**src/shared/sw_flags_params.svh**
```systemverilog
// Register offsets, field positions and reset values of the status word block
//
// Behaviour
// - Carry flag: set on carry/borrow, else cleared
// - Half-carry flag: nibble carry/borrow, else cleared
// - User flag zero changes only by software
// - Bank select field picks working register bank
// - Reserved bits reset zero, zero means default
`ifndef SW_FLAGS_PARAMS_SVH
`define SW_FLAGS_PARAMS_SVH
`define SWF_PSW_OFFSET 12'h0d0
`define SWF_RSV_OFFSET 12'h0d4
`define SWF_PSW_RESET 8'h00
`define SWF_RSV_RESET 8'h00
`define SWF_BIT_CARRY 7
`define SWF_BIT_HALF 6
`define SWF_BIT_USER0 5
`define SWF_BIT_BANK_HI 4
`define SWF_BIT_BANK_LO 3
`define SWF_BANK_SHIFT 3
`define SWF_NIBBLE_HI 4
`define SWF_RESP_OKAY 2'b00
`define SWF_RESP_SLVERR 2'b10
`endif

```
**src/shared/swf_pkg.sv**
```systemverilog
// Types shared by the status word block
package swf_pkg;
   // Arithmetic operation kinds offered by the core
   typedef enum logic [1:0] {
      SWF_OP_ADD,
      SWF_OP_SUB,
      SWF_OP_OTHER
   } swf_op_t;
   // Bus slave states
   typedef enum logic [1:0] {
      SWF_BUS_IDLE,
      SWF_BUS_RESP
   } swf_bus_st_t;
endpackage : swf_pkg
```
**src/design/swf_bank_map.sv**
```systemverilog
// Working register address mapper for the selected bank
`include "sw_flags_params.svh"
module swf_bank_map
   import swf_pkg::*;
(
   input wire logic [1:0] bank_i, // Selected bank
   input wire logic [2:0] reg_i, // Working register number
   output logic [7:0] addr_o // Internal data memory address
);
   // Eight bytes per bank starting at eight times bank
   assign addr_o = {3'h0, bank_i, reg_i};
endmodule : swf_bank_map

```
**src/design/swf_flag_calc.sv**
```systemverilog
// Combinational carry and half-carry calculation for one arithmetic result
`include "sw_flags_params.svh"
module swf_flag_calc
   import swf_pkg::*;
(
   input wire logic [7:0] opa_i, // First operand
   input wire logic [7:0] opb_i, // Second operand
   input wire logic cin_i, // Carry or borrow in
   input wire logic sub_i, // High for subtraction
   output logic carry_o, // Carry out or borrow
   output logic half_o // Nibble carry or borrow
);
   logic [8:0] full_sum; // Nine bit result
   logic [4:0] low_sum; // Low nibble result
   ////////////////////////////////////////////////////////////////////////////
   // Add or subtract with borrow, both widths
   always_comb begin
      if (sub_i) begin
         full_sum = {1'b0, opa_i} - {1'b0, opb_i} - {8'h00, cin_i};
         low_sum = {1'b0, opa_i[3:0]} - {1'b0, opb_i[3:0]} - {4'h0, cin_i};
      end else begin
         full_sum = {1'b0, opa_i} + {1'b0, opb_i} + {8'h00, cin_i};
         low_sum = {1'b0, opa_i[3:0]} + {1'b0, opb_i[3:0]} + {4'h0, cin_i};
      end
   end
   // Top bit is carry out or borrow
   assign carry_o = full_sum[8];
   // Nibble carry into, or borrow from, the upper nibble
   assign half_o = low_sum[`SWF_NIBBLE_HI];
endmodule : swf_flag_calc

```
**src/design/swf_status_word.sv**
```systemverilog
// Status word register with arithmetic flag update and AXI4-Lite access
`include "sw_flags_params.svh"
module swf_status_word
   import swf_pkg::*;
(
   input wire logic clk_sys_i, // Core clock
   input wire logic rst_i, // Synchronous reset, high
   // Arithmetic unit side
   input wire logic alu_valid_i, // One-cycle operation strobe
   input wire swf_op_t alu_op_i, // Operation kind
   input wire logic [7:0] alu_opa_i, // First operand
   input wire logic [7:0] alu_opb_i, // Second operand
   input wire logic alu_use_carry_i, // Include stored carry as cin
   input wire logic [2:0] wreg_sel_i, // Working register number
   output logic [7:0] wreg_addr_o, // Mapped register address
   output logic [1:0] bank_sel_o, // Current bank
   output logic carry_flag_o, // Carry flag level
   output logic half_carry_flag_o, // Half-carry level
   output logic user_flag_zero_o, // User flag level
   // AXI4-Lite slave
   input wire logic [11:0] s_axi_awaddr_i,
   input wire logic s_axi_awvalid_i,
   output logic s_axi_awready_o,
   input wire logic [31:0] s_axi_wdata_i,
   input wire logic [3:0] s_axi_wstrb_i,
   input wire logic s_axi_wvalid_i,
   output logic s_axi_wready_o,
   output logic [1:0] s_axi_bresp_o,
   output logic s_axi_bvalid_o,
   input wire logic s_axi_bready_i,
   input wire logic [11:0] s_axi_araddr_i,
   input wire logic s_axi_arvalid_i,
   output logic s_axi_arready_o,
   output logic [31:0] s_axi_rdata_o,
   output logic [1:0] s_axi_rresp_o,
   output logic s_axi_rvalid_o,
   input wire logic s_axi_rready_i
);
   ////////////////////////////////////////////////////////////////////////////
   // Declarations
   logic [7:0] psw_q; // Status word
   logic [7:0] rsv_q; // Reserved scratch word at its own offset
   logic aw_held_q; // Write address captured
   logic w_held_q; // Write data captured
   logic [11:0] awaddr_q; // Captured write address
   logic [31:0] wdata_q; // Captured write data
   logic wstrb0_q; // Captured lane zero strobe
   swf_bus_st_t wr_st_q; // Write path state
   swf_bus_st_t rd_st_q; // Read path state
   logic [31:0] rdata_q; // Read data register
   logic [1:0] rresp_q; // Read response
   logic [1:0] bresp_q; // Write response
   logic calc_carry; // Carry from calculator
   logic calc_half; // Half-carry from calculator
   logic wr_fire; // Both write halves present
   logic psw_wr; // Software write to status word
   logic rsv_wr; // Software write to reserved word
   logic arith; // Arithmetic operation this cycle
   ////////////////////////////////////////////////////////////////////////////
   // Flag calculator
   swf_flag_calc u_calc (
      .opa_i(alu_opa_i),
      .opb_i(alu_opb_i),
      .cin_i(alu_use_carry_i & psw_q[`SWF_BIT_CARRY]),
      .sub_i(alu_op_i == SWF_OP_SUB),
      .carry_o(calc_carry),
      .half_o(calc_half)
   );
   // Bank address mapper
   swf_bank_map u_map (
      .bank_i(psw_q[`SWF_BIT_BANK_HI:`SWF_BIT_BANK_LO]),
      .reg_i(wreg_sel_i),
      .addr_o(wreg_addr_o)
   );
   ////////////////////////////////////////////////////////////////////////////
   // Decode of strobes
   assign arith = alu_valid_i;
   assign wr_fire = aw_held_q & w_held_q & (wr_st_q == SWF_BUS_IDLE);
   assign psw_wr = wr_fire & wstrb0_q & (awaddr_q == `SWF_PSW_OFFSET);
   assign rsv_wr = wr_fire & wstrb0_q & (awaddr_q == `SWF_RSV_OFFSET);
   ////////////////////////////////////////////////////////////////////////////
   // Status word in one process so every bit has a single driver
   always_ff @(posedge clk_sys_i) begin
      if (rst_i) begin
         psw_q <= `SWF_PSW_RESET;
      end else begin
         // Software owns user flag, bank select and low bits
         if (psw_wr) begin
            psw_q <= wdata_q[7:0];
         end
         // Arithmetic update wins for carry and half-carry
         if (arith) begin
            psw_q[`SWF_BIT_CARRY] <= (alu_op_i != SWF_OP_OTHER) & calc_carry;
            psw_q[`SWF_BIT_HALF] <= (alu_op_i != SWF_OP_OTHER) & calc_half;
         end
      end
   end
   // Reserved scratch word, resets to its default zero
   always_ff @(posedge clk_sys_i) begin
      if (rst_i) begin
         rsv_q <= `SWF_RSV_RESET;
      end else if (rsv_wr) begin
         rsv_q <= wdata_q[7:0];
      end
   end
   ////////////////////////////////////////////////////////////////////////////
   // Write channel capture, address and data in either order
   always_ff @(posedge clk_sys_i) begin
      if (rst_i) begin
         aw_held_q <= 1'b0;
         awaddr_q <= 12'h000;
      end else if (s_axi_awvalid_i & s_axi_awready_o) begin
         aw_held_q <= 1'b1;
         awaddr_q <= s_axi_awaddr_i;
      end else if (wr_fire) begin
         aw_held_q <= 1'b0;
      end
   end
   // Write data capture
   always_ff @(posedge clk_sys_i) begin
      if (rst_i) begin
         w_held_q <= 1'b0;
         wdata_q <= 32'h0000_0000;
         wstrb0_q <= 1'b0;
      end else if (s_axi_wvalid_i & s_axi_wready_o) begin
         w_held_q <= 1'b1;
         wdata_q <= s_axi_wdata_i;
         wstrb0_q <= s_axi_wstrb_i[0];
      end else if (wr_fire) begin
         w_held_q <= 1'b0;
      end
   end
   // Write response
   always_ff @(posedge clk_sys_i) begin
      if (rst_i) begin
         wr_st_q <= SWF_BUS_IDLE;
         bresp_q <= `SWF_RESP_OKAY;
      end else begin
         case (wr_st_q)
            SWF_BUS_IDLE: begin
               if (wr_fire) begin
                  wr_st_q <= SWF_BUS_RESP;
                  bresp_q <= (awaddr_q == `SWF_PSW_OFFSET || awaddr_q == `SWF_RSV_OFFSET)
                     ? `SWF_RESP_OKAY : `SWF_RESP_SLVERR;
               end
            end
            SWF_BUS_RESP: begin
               if (s_axi_bready_i) begin
                  wr_st_q <= SWF_BUS_IDLE;
               end
            end
            default: begin
               wr_st_q <= SWF_BUS_IDLE;
            end
         endcase
      end
   end
   assign s_axi_awready_o = ~aw_held_q & (wr_st_q == SWF_BUS_IDLE);
   assign s_axi_wready_o = ~w_held_q & (wr_st_q == SWF_BUS_IDLE);
   assign s_axi_bvalid_o = (wr_st_q == SWF_BUS_RESP);
   assign s_axi_bresp_o = bresp_q;
   ////////////////////////////////////////////////////////////////////////////
   // Read path, one cycle to answer
   always_ff @(posedge clk_sys_i) begin
      if (rst_i) begin
         rd_st_q <= SWF_BUS_IDLE;
         rdata_q <= 32'h0000_0000;
         rresp_q <= `SWF_RESP_OKAY;
      end else begin
         case (rd_st_q)
            SWF_BUS_IDLE: begin
               if (s_axi_arvalid_i) begin
                  rd_st_q <= SWF_BUS_RESP;
                  // Upper bits read as zero
                  if (s_axi_araddr_i == `SWF_PSW_OFFSET) begin
                     rdata_q <= {24'h00_0000, psw_q};
                     rresp_q <= `SWF_RESP_OKAY;
                  end else if (s_axi_araddr_i == `SWF_RSV_OFFSET) begin
                     rdata_q <= {24'h00_0000, rsv_q};
                     rresp_q <= `SWF_RESP_OKAY;
                  end else begin
                     rdata_q <= 32'h0000_0000;
                     rresp_q <= `SWF_RESP_SLVERR;
                  end
               end
            end
            SWF_BUS_RESP: begin
               if (s_axi_rready_i) begin
                  rd_st_q <= SWF_BUS_IDLE;
               end
            end
            default: begin
               rd_st_q <= SWF_BUS_IDLE;
            end
         endcase
      end
   end
   assign s_axi_arready_o = (rd_st_q == SWF_BUS_IDLE);
   assign s_axi_rvalid_o = (rd_st_q == SWF_BUS_RESP);
   assign s_axi_rdata_o = rdata_q;
   assign s_axi_rresp_o = rresp_q;
   ////////////////////////////////////////////////////////////////////////////
   // Flag levels out
   assign bank_sel_o = psw_q[`SWF_BIT_BANK_HI:`SWF_BIT_BANK_LO];
   assign carry_flag_o = psw_q[`SWF_BIT_CARRY];
   assign half_carry_flag_o = psw_q[`SWF_BIT_HALF];
   assign user_flag_zero_o = psw_q[`SWF_BIT_USER0];
endmodule : swf_status_word

```
**config.mk**
```make
export PLATFORM = sky130hd
export DESIGN_NAME = swf_status_word
export DESIGN_NICKNAME = d
export VERILOG_FILES = /design/src/shared/swf_pkg.sv /design/src/design/swf_bank_map.sv /design/src/design/swf_flag_calc.sv /design/src/design/swf_status_word.sv
export VERILOG_INCLUDE_DIRS = /design/src /design/src/shared
export SDC_FILE = /design/constraint.sdc
export NUM_CORES = 1
export LEC_CHECK = 0
export BUFFER_PORTS_ARGS = -buffer_cell sky130_fd_sc_hd__buf_2
export CORE_UTILIZATION = 45
export CTS_CLUSTER_SIZE = 8
export DETAILED_ROUTE_END_ITERATION = 7
export PLACE_DENSITY = 0.77
export SYNTH_ARGS = -nofsm -noshare
export SYNTH_HDL_FRONTEND = slang
export SYNTH_SLANG_ARGS = --single-unit
```
**constraint.sdc**
```tcl
create_clock -name clk_sys_i -period 2.2 [get_ports clk_sys_i]
set_clock_uncertainty 0.1 [all_clocks]
set_input_delay 0.33 -clock clk_sys_i [delete_from_list [all_inputs] [get_ports clk_sys_i]]
set_output_delay 0.33 -clock clk_sys_i [all_outputs]
set_load 0.02 [all_outputs]
```
### Yosys cells after proc, flatten, opt, wreduce, memory -nomap -nowiden

Cells that the tools add are included.

* flip-flop bits (word level): 79
* bits of input ports: 90
* output and inout port bits: 54
* logic and storage cells: 75

* add/sub/neg operators: 8
* eq/ne operators: 12
* mux-type cells: 18
* bitwise logic cells: 14
* reductions and logical operators: 10

Operators by type and width (number)
* == test 12 x 8 -> 1 bit, second input constant: 4
* 2-to-1 mux 8 bit: 3
* 2-to-1 mux 2 bit: 8
* bitwise AND 1 bit: 12
* adder 8 x 8 -> 9 bit: 1
* adder 9 x 1 -> 9 bit: 1
* 2-to-1 mux 9 bit: 1
* subtractor 8 x 8 -> 9 bit: 1
* subtractor 9 x 1 -> 9 bit: 1
* one-hot mux 2 bit (2 select lines): 2
* AND reduction 2 bit: 4
* == test 2 x 1 -> 1 bit, second input constant: 3
* inequality test 2 bit, second input constant: 3
* nonzero test 2 bit: 3
* adder 4 x 4 -> 5 bit: 1
* adder 5 x 1 -> 5 bit: 1
* 2-to-1 mux 5 bit: 1
* subtractor 4 x 4 -> 5 bit: 1
* subtractor 5 x 1 -> 5 bit: 1
* zero test 2 bit: 2
* inequality test 2 x 1 -> 1 bit, second input constant: 2
* 2-to-1 mux 1 bit: 3
* NOT 1 bit: 2
* logical OR 1 bit: 1

### Longest topological paths before layout

* word-level depth: 6
* depth in mapped cells: 9

### By module

Synthesis repeated with hierarchy kept, for this count alone.

* cell total of the unflattened synthesis: 351
* area, all modules: 2917.8 µm²

Modules (own cells, without submodules)
* swf_status_word: times used 1, cells each 273, area an instance 2333.5 µm², sequential area each 1021.0 µm²
* swf_flag_calc: times used 1, cells each 69, area an instance 520.5 µm², sequential area each 0.0 µm²
* swf_bank_map: times used 1, cells each 9, area an instance 63.8 µm², sequential area each 0.0 µm²

### Worst setup path after synthesis

OpenSTA, ideal clock, no wires.

* kind: register -> register
* start: register psw_q[7]
* end: register psw_q[7]
* library setup time: 124 ps
* arrival time: 1982 ps
* setup slack: -7 ps
* cell stages (with the launch flop): 10
* buffers on the path: 0
* clock period less this slack: 2207 ps
* cell sequence: dfxtp_1 nand2_1 ha_1 a21o_1 ha_1 and2_1 o2111ai_1 a211o_1 a311oi_1 o21ai_0

* word-level cells in the longest chain between the ends: 5

RTL lines
* start: declaration: line swf_status_word.sv:41 `logic [7:0] psw_q;`
* start signal: assignment: line swf_status_word.sv:85 `` psw_q <= `SWF_PSW_RESET; ``
* start signal: assignment: line swf_status_word.sv:89 `psw_q <= wdata_q[7:0];`
* start signal: indexed assignment: line swf_status_word.sv:93 `` psw_q[`SWF_BIT_CARRY] <= (alu_op_i != SWF_OP_OTHER) & calc_carry; ``
* bitwise AND 1 bit *: line swf_status_word.sv:64 `` .cin_i(alu_use_carry_i & psw_q[`SWF_BIT_CARRY]), ``
* adder 9 x 1 -> 9 bit / subtractor 9 x 1 -> 9 bit (equally long branches): line swf_flag_calc.sv:22, swf_flag_calc.sv:19
* 2-to-1 mux 9 bit *: line swf_flag_calc.sv:18 `if (sub_i) begin`
* bitwise AND 1 bit *: line swf_status_word.sv:93
* 2-to-1 mux 2 bit *: line swf_status_word.sv:92 `if (arith) begin`

Mark *: on every way between the ends. The rest lies on a longest branch, timed or not.
A chain may end at the register's enable or synchronous reset.

### Worst setup path in the final report

Same ends and word-level chain as after synthesis.

==> qor.yml <==
final.period_utilization_pct: 97.66
vias: 2365
power_frac_clock_pct: 29.5
crit_type: "flip-flop to flip-flop"
cts_num_sinks: 51
final_antenna_net_count: 0
synthCells: 336
initial_core_util_pct: 47.28
dp.cells: 477
ys_ff_latch: 51
critical_path.startpoint_type: "flip-flop"
setup_viol: 0
power_frac_comb_pct: 19.5
clock_latency_ns: 0.32
synth_edf_count: 0
hpwl_um: 4446
diodes: 0
yosys_warnings: 0
synth_area_per_cell_um2: 8.479
synth_seq_area_share_pct: 35.84
numPortBuffers: 81
die_h_um: 81.57
grt_max_degree: 28
intPower_mw: 1.344
root_buffer: "clkbuf_8"
hold_viol_final: 0
area_growth_pct: 14.93
seq_power_share_pct: 51.0
wl_per_cell_um: 11.66
grt_use_total_pct: 16.84
synth_ff_type: "dfxtp_1"
synth.top_cells.by_area: "dfxtp_1 (36%), buf_4 (9.5%), ha_1 (9.2%)"
ir_drop_mv: 0.3220
rows: 28
io_pins: 144
post-route-min-period_ns: 2.148
nNetsFinal: 520
dieArea_um2: 6654
cts_tree: "built"
grt_pass1_vias: 2120
cp_max_fo: 2
pre_cts_slack_ns: -0.06241
fin_cells: 485
final_common_cell: "buf_2"
crit_required_ns: 2.30
coreArea_um2: 6026
drc: 0
h-tree-depth: 2
antenna_found_initial: 0
grt_first_pass_wirelength_um: 8797
synth.top_cell.area_share_pct: 35.84
tns_ns: 0
drive_gt1_share_pct: 27.07
async_flop_share_pct: 0
cp.arrival_ns: 2.25
fmax_ghz: 0.4655
min_path_type: "primary input to flip-flop"
numCtsBuffers: 5
grt_setup_unrepaired: "true"
viasPerCell: 4.876
p_sw_mw: 0.5957
p_leak_nw: 1.677
layout_common_cells: "buf_2 (81), nand2_1 (51), dfxtp_1 (50)"
syn_area_um2: 2849
clk_transition_reported_paths_ns: 0.11
drt_first_iter_violations: 51
end_kind: "flip-flop"
fp.dieW_um: 81.57
p_per_area_nw_per_um2: 592.3
drv_cap: 0
synth_cell_type_count: 43
worst_slack_ns: 0.05158
wirelength_um: 5657
globalRouteOverflowTotal: 0
run_status: "complete, no violations"
synth_top_area_cell: "dfxtp_1"
cts_buffer_depth: 2
first_pass_iters: 4
finalMaxSlewViolations: 0
switching_share_pct: 30.72
place.gp.congestion: 0.8029
## routing by layer
metal	track usage [%]	wire length, µm
met5	0	0
met4	4.912	68
met3	4.000	312
met2	31.50	2830
met1	18.72	2446
## cell usage after synthesis, types with 2 or more instances
library cell / n
mux2i_1: 15
a22oi_1: 8
buf_4: 36
nor2b_1: 2
nand2_1: 51
a211oi_1: 2
nand4_1: 2
dfxtp_1: 51
and2_1: 3
a21oi_1: 32
mux2_2: 8
nor2_1: 32
o21ai_0: 5
clkbuf_1: 9
nor3_1: 4
a31oi_1: 2
a21o_1: 3
nand2b_1: 3
ha_1: 21
inv_1: 24
## registers in the layout, summed over array words and instances (netlist names)
name,flops
s_axi_rresp_o,1
wstrb0_q,1
rsv_q,8
awaddr_q,12
w_held_q,1
psw_q,8
s_axi_rdata_o,8
s_axi_bresp_o,1
rd_st_q,1
wdata_q,8
aw_held_q,1
wr_st_q,1
## path summary, 6_finish.rpt
kind / start / to / slack [ns] / cells past startpoint
worst max-delay path: psw_q[7] / psw_q[7] / 0.05 / 9
worst min-delay path: s_axi_rready_i / rd_st_q[0] / 0.08 / 2
worst max register to register: psw_q[7] / psw_q[7] / 0.05 / 9
worst min register to register: awaddr_q[11] / awaddr_q[11] / 0.36 / 2
## power groups by stage
stage               clock network (mW)  logic [mW]  registers (mW)
floorplan                            0       0.291            1.02
global placement                     0       0.361            1.01
detailed placement                   0       0.373            1.01
CTS                              0.592       0.374           0.990
global route                     0.620       0.421           0.995
finish                           0.572       0.378           0.990
## worst max-delay path, stage by stage (launching register included)
cell and delay, ns:
dfxtp_2 0.36, nand2_1 0.06, ha_1 0.27, a21o_1 0.16, ha_1 0.27, and2_4 0.14
o2111ai_2 0.11, a211o_1 0.28, a311oi_1 0.21, o21ai_1 0.08
## cell families after synthesis
| family | synth area share [%] |
|---|---|
| buffers and inverters | 14.01 |
| adder cells (fa/ha/maj) | 9.223 |
| XOR/XNOR | 0.3075 |
| other | 0.1316 |
| flip-flops | 35.84 |
| multiplexers | 8.432 |
| AND/OR/NAND/NOR | 19.28 |
| AO/OA/AOI/OAI | 12.78 |
## stage by stage
stage	instance area (µm²)	utilization (%)	power (mW)	hold slack, ns
finish	3274	54.34	1.939	0.08122
global route	3274	54.34	2.037	0.06847
CTS	3266	54.19	1.956	0.07527
detailed placement	3168	52.57	1.385	0.3472
global placement	3168	52.57	1.371	0.3415
floorplan	2955	-	1.307	0.3290
## layout make-up
| type | instances | area, µm² |
|---|---|---|
| fill | 604 | 2751 |
| sequential | 51 | 1022 |
| timing repair buffer | 84 | 427.9 |
| multi-input combinational | 243 | 1543 |
| clock inverter | 3 | 28.78 |
| tap | 75 | 93.84 |
| clock buffer | 5 | 68.82 |
| inverter | 24 | 90.09 |
## timing repair
| item | 4_1_cts | 5_1_grt |
|---|---|---|
| hold buffers | 0 | 0 |
| gates resized for setup | 0 | 3 |
| buffers inserted | 0 | 0 |
| endpoints found under the setup margin | 0 | 1 |
No activity file was read; power rests on OpenSTA's default activity.
